<file path="config.mk">
export PLATFORM = sky130hd
export DESIGN_NAME = teg_generator
export DESIGN_NICKNAME = d
export VERILOG_FILES = /design/src/teg_pkg.sv /design/src/teg_generator.sv
export SDC_FILE = /design/constraint.sdc
export NUM_CORES = 1
export LEC_CHECK = 0
export BUFFER_PORTS_ARGS = -buffer_cell sky130_fd_sc_hd__buf_2
export CAP_MARGIN = 20
export CORE_MARGIN = 4
export CORE_UTILIZATION = 40
export CTS_BUF_LIST = sky130_fd_sc_hd__clkbuf_8 sky130_fd_sc_hd__clkbuf_16
export CTS_CLUSTER_DIAMETER = 40
export DETAILED_ROUTE_END_ITERATION = 10
export GPL_TIMING_DRIVEN = 1
export PLACE_DENSITY = 0.6
export SYNTH_ARGS = -nofsm -noshare
export SYNTH_HDL_FRONTEND = slang
export SYNTH_SLANG_ARGS = --single-unit
</file>
<file path="constraint.sdc">
create_clock -name clk -period 7.96 [get_ports clk]
set_input_delay 0.398 -clock clk [delete_from_list [all_inputs] [get_ports clk]]
set_output_delay 0.398 -clock clk [all_outputs]
set_load 0.1 [all_outputs]
</file>
<file path="src/teg_pkg.sv">
// Constants and types of the trace element generator.
// Assumes one core clock; core and encoder sit in the same clock domain.
// Summary of operation
// - Taken gives atom or source address; not taken gives atom or nothing
// - Atoms are speculative and later resolved by commit or cancel elements
// - After elided not-taken atom, next taken flow gives source address
// - Source address element carries the address of the taken flow change
// - Every count element is followed by a target address element
// - Count ending on a flow change: target address is its branch target
// - Count not ending on a flow change: target is next sequential address
// - Count element never implies instructions past the permitted region end
// - Entry into a count region is traced with non-count elements
// - Sequential entry count never implies flow changes outside the region
// - Enabled channel with active resource gives events while operative
// - Pending events go out within a bounded number of flow elements
// - During buffer overflow, events are output before the overflow element
// - Cancellation gives a cancel element, kept in order with flow elements
// - Cancel to non-adjacent point is followed by an exception element
// - Resolution of flow elements as executed gives a commit element
// - Outstanding speculative elements never exceed the speculation depth
// - On disable all pending commit elements are output first
// - Commit with cycle count is never merged with later commits
// - Outer transaction entry gives start element before its instructions
// - Leaving started transaction gives commit, failure or cancel of start
// - Transaction commit follows earlier flow element, precedes next start
// - Txn failure, prohibit, reset, disable or overflow give failure element
// - Transaction failure is an exception element of failure type
package teg_pkg;
  localparam int ADDR_W     = 64;
  localparam int INFO_W     = 8;
  localparam int EV_N       = 4;
  localparam int MAX_SPEC   = 16;
  localparam int SPEC_W     = 5;
  localparam int EVENT_LAG  = 2;
  localparam int FIFO_DEPTH = 4;

  typedef enum logic [3:0]
  {
    EL_NONE      = 4'h0,
    EL_ATOM_E    = 4'h1,
    EL_ATOM_N    = 4'h2,
    EL_SRC_ADDR  = 4'h3,
    EL_COUNT     = 4'h4,
    EL_TGT_ADDR  = 4'h5,
    EL_EXCEPTION = 4'h6,
    EL_CANCEL    = 4'h7,
    EL_COMMIT    = 4'h8,
    EL_EVENT     = 4'h9,
    EL_TX_START  = 4'hA,
    EL_TX_COMMIT = 4'hB,
    EL_OVERFLOW  = 4'hC
  } teg_elem_e;

  typedef enum logic [3:0]
  {
    OP_FLOW      = 4'h0,
    OP_COUNT     = 4'h1,
    OP_EXCEPTION = 4'h2,
    OP_CANCEL    = 4'h3,
    OP_TX_START  = 4'h4,
    OP_TX_COMMIT = 4'h5,
    OP_TX_FAIL   = 4'h6,
    OP_RESET     = 4'h7,
    OP_PROHIBIT  = 4'h8
  } teg_op_e;

  typedef enum logic [4:0]
  {
    ST_RUN    = 5'h01,
    ST_SECOND = 5'h02,
    ST_FLUSH  = 5'h04,
    ST_OVF    = 5'h08,
    ST_OFF    = 5'h10
  } teg_state_e;

  // Exception type field values
  localparam logic [INFO_W-1:0] EXC_TX_FAIL = 8'h01;
  localparam logic [INFO_W-1:0] EXC_RESET   = 8'h02;
  localparam logic [INFO_W-1:0] EXC_RESUME  = 8'h03;
  // Bit of the address field that flags a commit with cycle count
  localparam int CC_BIT = 0;
endpackage

</file>
<file path="src/teg_generator.sv">
// Trace element generator with its output FIFO.
// Assumes core, configuration and encoder all run on clk; no synchronisers.

module teg_fifo #(
  parameter int WIDTH = 8,
  parameter int DEPTH = 4,
  parameter int LW    = $clog2(DEPTH) + 1
)(
  input  wire logic             clk,
  input  wire logic             rst_b,
  input  wire logic             ce,
  input  wire logic             in_valid,
  output logic                  in_ready,
  input  wire logic [WIDTH-1:0] in_data,
  output logic                  out_valid,
  input  wire logic             out_ready,
  output logic [WIDTH-1:0]      out_data,
  output logic [LW-1:0]         level
);
  localparam int IW = (DEPTH > 1) ? $clog2(DEPTH) : 1;

  logic [WIDTH-1:0] mem [DEPTH];
  logic [IW-1:0]    wr_idx, rd_idx;
  logic             push, pop;

  function automatic logic [IW-1:0] idx_inc(input logic [IW-1:0] i);
    idx_inc = (i == IW'(DEPTH - 1)) ? '0 : IW'(i + 1'b1);
  endfunction

  assign in_ready  = (level != LW'(DEPTH));
  assign out_valid = (level != '0);
  assign out_data  = mem[rd_idx];
  assign push      = in_valid && in_ready;
  assign pop       = out_valid && out_ready;

  always_ff @(posedge clk or negedge rst_b)
  begin
    if (!rst_b)
    begin
      wr_idx <= '0;
      rd_idx <= '0;
      level  <= '0;
    end
    else if (ce)
    begin
      if (push)
        wr_idx <= idx_inc(wr_idx);
      if (pop)
        rd_idx <= idx_inc(rd_idx);
      if (push && !pop)
        level <= LW'(level + 1'b1);
      else if (pop && !push)
        level <= LW'(level - 1'b1);
    end
  end

  always_ff @(posedge clk)
  begin
    if (ce && push)
      mem[wr_idx] <= in_data;
  end
endmodule

module teg_generator
  import teg_pkg::*;
#(
  parameter int DEPTH = FIFO_DEPTH
)(
  input  wire logic              clk,
  input  wire logic              rst_b,
  input  wire logic              ce,
  input  wire logic              trace_enable,
  input  wire logic              overflow,
  input  wire logic              instruction_trace_filter,
  input  wire logic              elide_not_taken,
  input  wire logic [EV_N-1:0]   event_instruction_enable,
  input  wire logic [EV_N-1:0]   event_resource_active,
  input  wire logic              core_valid,
  output logic                   core_ready,
  input  wire teg_op_e           core_op,
  input  wire logic              core_taken,
  input  wire logic              core_entry,
  input  wire logic              core_nonadj,
  input  wire logic              core_cancel_tx,
  input  wire logic [INFO_W-1:0] core_count,
  input  wire logic [INFO_W-1:0] core_region_left,
  input  wire logic              core_last_is_flow,
  input  wire logic [ADDR_W-1:0] core_addr,
  input  wire logic [ADDR_W-1:0] core_target,
  input  wire logic [ADDR_W-1:0] core_next_addr,
  input  wire logic [ADDR_W-1:0] core_region_end,
  input  wire logic [INFO_W-1:0] core_info,
  input  wire logic              commit_valid,
  output logic                   commit_ready,
  input  wire logic [INFO_W-1:0] commit_count,
  input  wire logic              commit_has_cc,
  output logic                   out_valid,
  input  wire logic              out_ready,
  output teg_elem_e              out_type,
  output logic [INFO_W-1:0]      out_info,
  output logic [ADDR_W-1:0]      out_addr
);
  localparam int EW = 4 + INFO_W + ADDR_W;
  localparam int LW = $clog2(DEPTH) + 1;

  teg_state_e        state, next_state;
  logic [SPEC_W-1:0] spec, next_spec;
  logic              skip_nt, next_skip_nt, commit_cc, set_sec;
  logic              tx_active, tx_started, next_tx_active, next_tx_started;
  logic [EV_N-1:0]   ev_pend, ev_now;
  logic [1:0]        ev_lag;
  teg_elem_e         sec_type, n_sec_type, p_type;
  logic [INFO_W-1:0] sec_info, n_sec_info, p_info, spec_dec;
  logic [INFO_W-1:0] commit_acc, cnt_clamp;
  logic [ADDR_W-1:0] sec_addr, n_sec_addr, p_addr;
  logic              push, spec_inc, take_commit, take_ev, flow_push;
  logic              core_fire, commit_fire, fifo_in_ready, fifo_pop;
  logic              fifo_out_valid;
  logic [EW-1:0]     fifo_out_data;
  logic [LW-1:0]     fifo_level;
  logic [LW:0]       lvl_next;

  function automatic logic [SPEC_W-1:0] sat_sub(input logic [SPEC_W-1:0] a,
                                                input logic [INFO_W-1:0] b);
    sat_sub = ({3'h0, a} > b) ? SPEC_W'({3'h0, a} - b) : '0;
  endfunction

  assign core_fire   = core_valid && core_ready;
  assign commit_fire = commit_valid && commit_ready;
  // Events run whether or not instructions are selected
  assign ev_now      = event_instruction_enable & event_resource_active
                       & {EV_N{(state == ST_RUN) || (state == ST_SECOND)
                               || (state == ST_OVF)}};
  assign cnt_clamp   = (core_count > core_region_left) ? core_region_left
                                                       : core_count;

  always_comb
  begin
    next_state      = state;
    next_skip_nt    = skip_nt;
    next_tx_active  = tx_active;
    next_tx_started = tx_started;
    {push, set_sec, spec_inc, take_commit, take_ev, flow_push} = '0;
    {p_info, p_addr, n_sec_info, n_sec_addr} = '0;
    p_type          = EL_NONE;
    n_sec_type      = EL_NONE;
    spec_dec        = commit_fire ? commit_count : '0;
    case (state)
      ST_RUN:
      begin
        if (!trace_enable)
          next_state = ST_FLUSH;
        else if (overflow)
          next_state = ST_OVF;
        if (core_fire)
        begin
          case (core_op)
            OP_FLOW:
            if (instruction_trace_filter)
            begin
              if (core_taken)
              begin
                push     = 1'b1;
                spec_inc = 1'b1;
                if (skip_nt)
                begin
                  p_type       = EL_SRC_ADDR;
                  p_addr       = core_addr;
                  next_skip_nt = 1'b0;
                end
                else
                  p_type = EL_ATOM_E;
              end
              else if (elide_not_taken)
                next_skip_nt = 1'b1;
              else
              begin
                push     = 1'b1;
                spec_inc = 1'b1;
                p_type   = EL_ATOM_N;
              end
            end
            OP_COUNT:
            if (instruction_trace_filter)
            begin
              push = 1'b1;
              if (core_entry)
              begin
                // Entering instruction is never folded into a count
                p_type   = EL_ATOM_E;
                spec_inc = 1'b1;
              end
              else
              begin
                p_type     = EL_COUNT;
                p_info     = cnt_clamp;
                set_sec    = 1'b1;
                next_state = ST_SECOND;
                n_sec_type = EL_TGT_ADDR;
                if (core_count > core_region_left)
                  n_sec_addr = core_region_end;
                else if (core_last_is_flow)
                  n_sec_addr = core_target;
                else
                  n_sec_addr = core_next_addr;
              end
            end
            OP_EXCEPTION:
            begin
              push         = instruction_trace_filter;
              p_type       = EL_EXCEPTION;
              p_info       = core_info;
              p_addr       = core_addr;
              next_skip_nt = 1'b0;
            end
            OP_CANCEL:
            begin
              push     = 1'b1;
              p_type   = EL_CANCEL;
              p_info   = core_count;
              spec_dec = INFO_W'(spec_dec + core_count);
              if (core_cancel_tx)
                next_tx_started = 1'b0;
              if (core_nonadj)
              begin
                set_sec    = 1'b1;
                next_state = ST_SECOND;
                n_sec_type = EL_EXCEPTION;
                n_sec_info = EXC_RESUME;
                n_sec_addr = core_addr;
              end
            end
            OP_TX_START:
            begin
              next_tx_active = 1'b1;
              if (!tx_active && instruction_trace_filter)
              begin
                push            = 1'b1;
                p_type          = EL_TX_START;
                next_tx_started = 1'b1;
              end
            end
            OP_TX_COMMIT:
            begin
              next_tx_active  = 1'b0;
              next_tx_started = 1'b0;
              push            = tx_started;
              p_type          = EL_TX_COMMIT;
            end
            OP_TX_FAIL, OP_PROHIBIT:
            begin
              next_tx_active  = (core_op == OP_PROHIBIT) && tx_active;
              next_tx_started = 1'b0;
              push            = tx_started;
              p_type          = EL_EXCEPTION;
              p_info          = EXC_TX_FAIL;
            end
            OP_RESET:
            begin
              next_tx_active  = 1'b0;
              next_tx_started = 1'b0;
              next_skip_nt    = 1'b0;
              push            = 1'b1;
              p_type          = EL_EXCEPTION;
              p_addr          = core_addr;
              if (tx_started)
              begin
                p_info     = EXC_TX_FAIL;
                set_sec    = 1'b1;
                next_state = ST_SECOND;
                n_sec_type = EL_EXCEPTION;
                n_sec_info = EXC_RESET;
                n_sec_addr = core_addr;
              end
              else
                p_info = EXC_RESET;
            end
            default:
              push = 1'b0;
          endcase
          flow_push = push;
        end
        else if (fifo_in_ready && (commit_acc != '0))
        begin
          push        = 1'b1;
          take_commit = 1'b1;
          p_type      = EL_COMMIT;
          p_info      = commit_acc;
          p_addr[CC_BIT] = commit_cc;
        end
        else if (fifo_in_ready && (ev_pend != '0))
        begin
          push    = 1'b1;
          take_ev = 1'b1;
          p_type  = EL_EVENT;
          p_info  = INFO_W'(ev_pend);
        end
      end
      ST_SECOND:
      if (fifo_in_ready)
      begin
        push       = 1'b1;
        p_type     = sec_type;
        p_info     = sec_info;
        p_addr     = sec_addr;
        next_state = ST_RUN;
      end
      ST_FLUSH:
      if (fifo_in_ready)
      begin
        push = 1'b1;
        if (commit_acc != '0)
        begin
          take_commit    = 1'b1;
          p_type         = EL_COMMIT;
          p_info         = commit_acc;
          p_addr[CC_BIT] = commit_cc;
        end
        else if (tx_started)
        begin
          next_tx_started = 1'b0;
          p_type          = EL_EXCEPTION;
          p_info          = EXC_TX_FAIL;
        end
        else
        begin
          push       = 1'b0;
          next_state = ST_OFF;
        end
      end
      ST_OVF:
      if (fifo_in_ready)
      begin
        push = 1'b1;
        if (ev_pend != '0)
        begin
          take_ev = 1'b1;
          p_type  = EL_EVENT;
          p_info  = INFO_W'(ev_pend);
        end
        else if (tx_started)
        begin
          next_tx_started = 1'b0;
          p_type          = EL_EXCEPTION;
          p_info          = EXC_TX_FAIL;
        end
        else if (ev_now == '0)
        begin
          p_type     = EL_OVERFLOW;
          next_state = ST_OFF;
        end
        else
          push = 1'b0;
      end
      ST_OFF:
      if (trace_enable && !overflow)
        next_state = ST_RUN;
      default:
        next_state = ST_OFF;
    endcase
  end

  assign next_spec = sat_sub(SPEC_W'(spec + spec_inc), spec_dec);
  assign lvl_next  = (LW + 1)'(fifo_level + push - fifo_pop);

  always_ff @(posedge clk or negedge rst_b)
  begin
    if (!rst_b)
    begin
      state      <= ST_OFF;
      skip_nt    <= 1'b0;
      tx_active  <= 1'b0;
      tx_started <= 1'b0;
      spec       <= '0;
    end
    else if (ce)
    begin
      state      <= next_state;
      skip_nt    <= next_skip_nt;
      tx_active  <= next_tx_active;
      tx_started <= next_tx_started;
      spec       <= next_spec;
    end
  end

  always_ff @(posedge clk or negedge rst_b)
  begin
    if (!rst_b)
    begin
      sec_type <= EL_NONE;
      sec_info <= '0;
      sec_addr <= '0;
    end
    else if (ce && set_sec)
    begin
      sec_type <= n_sec_type;
      sec_info <= n_sec_info;
      sec_addr <= n_sec_addr;
    end
  end

  // Commits merge until one carrying a cycle count arrives
  always_ff @(posedge clk or negedge rst_b)
  begin
    if (!rst_b)
    begin
      commit_acc   <= '0;
      commit_cc    <= 1'b0;
      commit_ready <= 1'b0;
    end
    else if (ce)
    begin
      commit_acc   <= INFO_W'((take_commit ? '0 : commit_acc)
                       + (commit_fire ? commit_count : '0));
      commit_cc    <= (!take_commit && commit_cc)
                      || (commit_fire && commit_has_cc);
      commit_ready <= !((!take_commit && commit_cc) || commit_fire);
    end
  end

  // New events win over the clear of the same cycle
  always_ff @(posedge clk or negedge rst_b)
  begin
    if (!rst_b)
    begin
      ev_pend <= '0;
      ev_lag  <= '0;
    end
    else if (ce)
    begin
      ev_pend <= (take_ev ? '0 : ev_pend) | ev_now;
      if (take_ev || (ev_pend == '0))
        ev_lag <= '0;
      else if (flow_push && (ev_lag != 2'(EVENT_LAG)))
        ev_lag <= 2'(ev_lag + 1'b1);
    end
  end

  // Ready leaves room for an item and its follow-on element
  always_ff @(posedge clk or negedge rst_b)
  begin
    if (!rst_b)
      core_ready <= 1'b0;
    else if (ce)
      core_ready <= (next_state == ST_RUN) && !core_fire
                    && (lvl_next <= (LW + 1)'(DEPTH - 2))
                    && (next_spec < SPEC_W'(MAX_SPEC))
                    && (ev_lag != 2'(EVENT_LAG));
  end

  teg_fifo #(
    .WIDTH (EW),
    .DEPTH (DEPTH),
    .LW    (LW)
  ) u_fifo (
    .clk       (clk),
    .rst_b     (rst_b),
    .ce        (ce),
    .in_valid  (push),
    .in_ready  (fifo_in_ready),
    .in_data   ({p_type, p_info, p_addr}),
    .out_valid (fifo_out_valid),
    .out_ready (fifo_pop),
    .out_data  (fifo_out_data),
    .level     (fifo_level)
  );

  assign fifo_pop = fifo_out_valid && (!out_valid || out_ready);

  always_ff @(posedge clk or negedge rst_b)
  begin
    if (!rst_b)
    begin
      out_valid <= 1'b0;
      out_type  <= EL_NONE;
      out_info  <= '0;
      out_addr  <= '0;
    end
    else if (ce)
    begin
      if (fifo_pop)
      begin
        out_valid <= 1'b1;
        out_type  <= teg_elem_e'(fifo_out_data[EW-1 -: 4]);
        out_info  <= fifo_out_data[ADDR_W +: INFO_W];
        out_addr  <= fifo_out_data[ADDR_W-1:0];
      end
      else if (out_ready)
        out_valid <= 1'b0;
    end
  end
endmodule

</file>
# Word-level counts from Yosys, hierarchy flattened
# Memories as Yosys holds them, arrays and structs flattened. A register that Yosys moved wholly into a read port is not among the register bits.
# Index checks and enable logic that the tools add are counted.
[op_classes]
muxes = 157
n_shift = 0
n_eq_ne = 28
mul = 0
magnitude_cmp = 4
n_bitwise = 3
n_addsub = 11
reduce_logical = 64
div = 0
[ops]
columns = ["operator", "n"]
rows = [
  ["64-bit 2-to-1 mux", 12],
  ["64-bit one-hot mux with 3 select lines", 1],
  ["64-bit one-hot mux with 2 select lines", 1],
  ["63-bit one-hot mux with 2 select lines", 1],
  ["8-bit 2-to-1 mux", 15],
  ["5-bit 2-to-1 mux", 17],
  ["63-bit 2-to-1 mux", 1],
  ["4-bit 2-to-1 mux", 15],
  ["1-bit 2-to-1 mux", 54],
  ["8-bit one-hot mux with 5 select lines", 1],
  ["8-bit one-hot mux with 4 select lines", 1],
  ["3-bit 2-to-1 mux", 10],
  ["5-bit one-hot mux with 5 select lines", 1],
  ["4-bit one-hot mux with 6 select lines", 1],
  ["2-bit 2-to-1 mux", 11],
  ["1-bit logical AND", 21],
  ["8-bit adder", 2],
  ["4-bit by 3-bit equality test with 1-bit output, second input constant", 4],
  ["4-bit one-hot mux with 4 select lines", 1],
  ["1-bit one-hot mux with 3 select lines", 5],
  ["5-bit one-hot mux with 3 select lines", 1],
  ["2-bit != test, second input constant", 7],
  ["4-bit zero test", 3],
  ["3-bit != test, second input constant", 4],
  ["other kinds (41)", 77],
]
[word_totals]
n_memories = 1
latch_bits = 0
ramBits = 304
reg_bits = 114
rom_bits = 0
[memory_table]
columns = ["memory", "words", "word_bits", "read_ports", "rd_clocked_by_memory_dff", "write_ports", "line_no", "text"]
rows = [
  ["u_fifo.mem", 4, 76, 1, 1, 1, "teg_generator.sv:22", "logic [WIDTH-1:0] mem [DEPTH];"],
]

# Longest topological paths before layout
[depth]
word_depth = 16
ltp_mapped = 17
mapped_depth_nobuf = 15

# Hierarchy
# A second synthesis with hierarchy kept.
[hier_totals]
cells_unflattened = 1731
hier_area_um2 = 23485.0
[modules_own_cells]
columns = ["module", "seq_area_each_um2", "cells_each", "n_inst", "area_each_um2"]
rows = [
  ["teg_generator", 4405.5, 1292, 1, 12055.3],
  ["teg_fifo", 9303.9, 439, 1, 11429.7],
]

# Worst setup path before layout
# No wires, ideal clock.
[synth_timing]
path_type = "register to register"
from = "reg core_ready"
to = "mem u_fifo.mem[0][0] in the netlist's numbering (enable)"
slack_ns = 3.774
path_buffers = 0
t_required_ns = 7.517
synth_period_minus_slack_ns = 4.186
path_stages_with_launch = 6
t_arrival_ns = 3.744
setup_time_ns = 0.443
path_cell_list = "dfrtp_1 > nand2_1 > a21boi_1 > nand2_1 > a211oi_2 > and2_1"
[synth_via]
elab_chain_len = 7
[synth_rtl]
columns = ["item", "line_no", "text"]
rows = [
  ["from (decl)", "teg_generator.sv:79", "output logic core_ready,"],
  ["from (signal assigned)", "teg_generator.sv:445", "core_ready <= (next_state == ST_RUN) && !core_fire"],
  ["1-bit logical AND", "teg_generator.sv:128", "assign core_fire = core_valid && core_ready;"],
  ["1-bit 2-to-1 mux", "teg_generator.sv:155", "if (core_fire)"],
  ["1-bit one-hot mux with 4 select lines", "teg_generator.sv:148", "case (state)"],
  ["1-bit logical AND", "teg_generator.sv:33", "assign push = in_valid && in_ready;"],
  ["1-bit logical AND", "teg_generator.sv:59", "if (ce && push)"],
  ["1-bit 2-to-1 mux", "teg_generator.sv:59", ""],
  ["1-bit 2-to-1 mux (not written as such)", "teg_generator.sv:60", "mem[wr_idx] <= in_data;"],
  ["to (decl)", "teg_generator.sv:22", ""],
]
# No other way between the ends.

# Final worst setup path
[layout_timing]
from = "reg state[3]"
to = "reg spec[2]"
[layout_via]
elab_chain_len = 5
word_cells_on_any_way = 7
classes_between = "add/sub: 2; order compare: 1; eq/ne: 1; mux: 3"
[layout_rtl]
columns = ["item", "line_no", "text"]
rows = [
  ["from (decl)", "teg_generator.sv:106", "teg_state_e state, next_state;"],
  ["from (signal assigned)", "teg_generator.sv:378", "state <= next_state;"],
  ["5-bit by 1-bit equality test with 1-bit output (*)", "teg_generator.sv:148", ""],
  ["1-bit 2-to-1 mux", "teg_generator.sv:148", ""],
  ["5-bit by 1-bit adder with 5-bit output", "teg_generator.sv:363", "assign next_spec = sat_sub(SPEC_W'(spec + spec_inc), spec_dec);"],
  ["5-bit by 8-bit > comparator with 1-bit output or 5-bit subtractor (tied branches)", "teg_generator.sv:125", "sat_sub = ({3'h0, a} > b) ? SPEC_W'({3'h0, a} - b) : '0;"],
  ["5-bit 2-to-1 mux (*)", "teg_generator.sv:125", ""],
  ["to (signal assigned)", "teg_generator.sv:382", "spec <= next_spec;"],
  ["to (decl)", "teg_generator.sv:107", "logic [SPEC_W-1:0] spec, next_spec;"],
]
# Mark *: on every way between the ends. The rest lies on a longest branch, timed or not.
# A chain may end at the register's enable or synchronous reset.

==> implementation parameters <==
Parameter                              Value

Run status
  Outcome ... finished, final reports clean

Placement
  Global placement routability congestion ... 0.851
  DP Cell Count ... 2628
  Number of input and output port buffers inserted ... 394
  Total cell area at the placement stage ... 0.0255 sq mm
  Estimated wirelength of the detail-placed design ... 40500 um

STA
  Number of failing hold endpoints at the final stage ... 0
  Highest clock rate ... 0.241 GHz
  Minimum period implied by the final worst setup slack ... 4.14 ns
  Worst-Margin Slew ... 1.00 ns
  Setup Skew ... 0.0221 ns
  Final-report max-slew violation count ... 0
  Setup repair after global routing missed its margin ... false
  Aggregate negative setup slack ... 0 ns
  Period Utilization, post-route ... 52.0%
  Worst-case headroom to the max-slew limit ... 33.1%
  Final count of negative-setup-slack endpoints ... 0

Synth
  Library cell with the largest summed area after synthesis ... sky130_fd_sc_hd__edfxtp_1
  Number of flops mapped to enable cells by yosys ... 304
  Synthesized netlist cell count ... 1558
  Mean instance size in the synthesized netlist ... 14.6 sq um
  Fraction of post-synthesis cell area in the top cell type by area ... 40.1%
  Post-synth cell types ... 73
  Combined area of all synthesized cells ... 0.0228 sq mm
  Part of the Yosys area used for sequential elements ... 60.2%
  Predominant post-synthesis flop cell ... sky130_fd_sc_hd__edfxtp_1
  Top post-synthesis cells by count ... sky130_fd_sc_hd__edfxtp_1, sky130_fd_sc_hd__dfrtp_1, sky130_fd_sc_hd__mux2_2
  Synth top area cells ... sky130_fd_sc_hd__edfxtp_1, sky130_fd_sc_hd__dfrtp_1, sky130_fd_sc_hd__mux2_2
  Synth Warn # ... 0
  Synth Net Count ... 1919
  Most frequent cell after synthesis ... sky130_fd_sc_hd__edfxtp_1
  Post-synthesis sequential element count ... 487
  Proportion of register bits with asynchronous set or reset after synthesis ... 37.6%

Clock tree
  Maximum level of the CTS H-tree ... 3
  Clock Tree Root ... sky130_fd_sc_hd__clkbuf_16
  # Post-CTS Setup Buffers ... 0
  Clock tree from TritonCTS ... yes
  Maximum clock insertion buffer count ... 3
  Clock latency on the worst-skew pair ... 0.60 ns
  Number of sinks handled by clock tree synthesis ... 487
  Number of hold-repair buffers added at the cts stage ... 1
  Clock Pin Slew Worst Setup and Hold Paths ... 0.05 ns
  Number of gates resized after CTS ... 0
  Total CTS buffers ... 75

Layout
  Final core utilization ... 49.8%
  Count of fill cells added during filler insertion ... 4942
  Cell area after layout ... 0.0281 sq mm
  Final Non-Filler Cells ... 2770
  Layout cell share with drive strength beyond 1 ... 39.5%
  FF/Latch Area ... 0.0137 sq mm
  Final layout net count ... 2312
  Multi-input gate area in the final layout ... 0.00856 sq mm
  Area growth from synthesis to final layout ... 23.2%

Route
  1st-iter DRT viols ... 982
  Count of nets left with antenna violations after detail routing ... 0
  Via density ... 5.44
  Total via count in the routed design ... 15100
  Average wire per cell in the routed design ... 22.1 um
  Total wirelength of the detailed-routed design ... 61200 um
  DRC viols ... 0
  Drt first pass iters ... 5

Floorplan
  Die span in x ... 247 um
  Effective utilization at floorplan ... 40.4%
  Count of boundary I/O pins ... 395
  Die footprint ... 0.0608 sq mm
  Row count ... 87
  Die span in y ... 247 um
  Core area ... 0.0564 sq mm

Flow run
  Number of max-cap violations ... 0

Setup path
  Peak fanout along the critical path ... 10
  Startpoint Class ... register
  Required time of the worst setup path ... 8.44 ns
  Kind of end point of the critical path ... register
  Arrival @ worst endpoint ... 4.62 ns
  Critical path type ... register to register

Pwr
  Pwr dens ... 355 mW/mm^2
  Peak VDD IR ... 0.317 mV
  Leakage power of the design ... 10.8 nW

Min path
  Worst hold path type ... input port to register

GRT
  Global router's overall resource usage ... 19.7%
  Vias in the first global route ... 15600
  Total overflow reported by the global router ... 0
  Pin count of the biggest net entering global routing ... 70
  First-pass GRT wire length ... 92000 um
  Number of antenna violations at the first check in global routing ... 7
[per-layer routing]
layer / track usage [%] / up-vias / routed length [um]
li1: - / 6909 / -
met1: 25.5 / 7707 / 25800
met2: 34.4 / 361 / 31200
met3: 3.66 / 96 / 2760
met4: 5.14 / 6 / 1380
met5: 0 / - / 34
[through the flow]
| stage | total power, mW | hold slack [ns] | worst slack, ns |
|---|---|---|---|
| global placement | 6.75 | 0.409 | 3.75 |
| finish | 9.96 | 0.0307 | 3.82 |
| global route | 10.4 | 0.0243 | 3.49 |
| detailed placement | 6.79 | 0.407 | 3.67 |
| floorplan | 5.98 | 0.102 | 3.77 |
| CTS | 10.1 | 0.000408 | 3.83 |
[cells in the final DEF (no fill, tap or decap), drive strengths merged, types with 40 or more instances in the layout]
| cell type | count |
|---|---|
| a22o | 63 |
| a22oi | 70 |
| buf | 411 |
| clkbuf | 82 |
| dfrtp | 182 |
| edfxtp | 304 |
| ha | 40 |
| inv | 67 |
| mux2 | 156 |
| mux2i | 85 |
| mux4 | 76 |
| nand2 | 58 |
| nor2 | 40 |
| o21ai | 116 |
[worst max-delay path, cell delays in order (launching register included)]
cell	delay, ns
sky130_fd_sc_hd__dfrtp_1	0.47
sky130_fd_sc_hd__or3_1	0.55
sky130_fd_sc_hd__nor4_4	0.59
sky130_fd_sc_hd__mux2_2	0.40
sky130_fd_sc_hd__ha_1	0.23
sky130_fd_sc_hd__fa_1	0.46
sky130_fd_sc_hd__nor2b_1	0.12
sky130_fd_sc_hd__o21ai_0	0.11
sky130_fd_sc_hd__a21boi_0	0.26
sky130_fd_sc_hd__o22ai_1	0.16
sky130_fd_sc_hd__a31oi_1	0.23
sky130_fd_sc_hd__nand3_1	0.16
sky130_fd_sc_hd__o31ai_1	0.30
[cell type report]
type                            count  area share (%)
Clock inverter                     57            1.99
Sequential cell                   487            48.9
Antenna cell                        2          0.0178
Clock buffer                       81            7.02
Timing Repair Buffer              413            7.66
Inverter                           41           0.549
Multi-Input combinational cell    933            30.5
Tap cell                          756            3.37
[worst paths after layout]
check / to / startpoint / slack (ns) / cells after the start
worst max-delay path: spec[2] / state[3] / 3.82 / 12
worst min-delay path: state[2] / trace_enable / 0.03 / 2
worst max register to register: spec[2] / state[3] / 3.82 / 12
worst min register to register: sec_type[2] / sec_type[2] / 0.47 / 1
max in group asynchronous: commit_acc[1] / rst_b / 6.18 / 3
min in group asynchronous: sec_addr[32] / rst_b / 0.32 / 2
[registers in the layout, summed over array words and instances, names as in the netlist, 2 cells and up]
name and cells:
commit_acc 8, ev_lag 2, ev_pend 4, out_addr 64, out_info 8, out_type 4, sec_addr 64, sec_info 2
sec_type 3, spec 5, state 5, u_fifo.level 3, u_fifo.mem 304, u_fifo.rd_idx 2, u_fifo.wr_idx 2
[kinds of logic after synthesis]
kind of cell / share of synthesized area, %
xor gates and xnor gates: 0.846
buffers and inverters: 2.47
adders and majority gates: 2.64
and+or+nand+nor: 4.45
muxes: 19.0
DFF: 60.2
AOI/OAI and AO/OA: 10.5
[power by group]
group          switching (mW)  internal (mW)  total (mW)
combinational            2.39           1.01        3.40
sequential              0.274           3.05        3.32
clock                    1.22           2.02        3.24
Power figures use the tool's default switching activity.
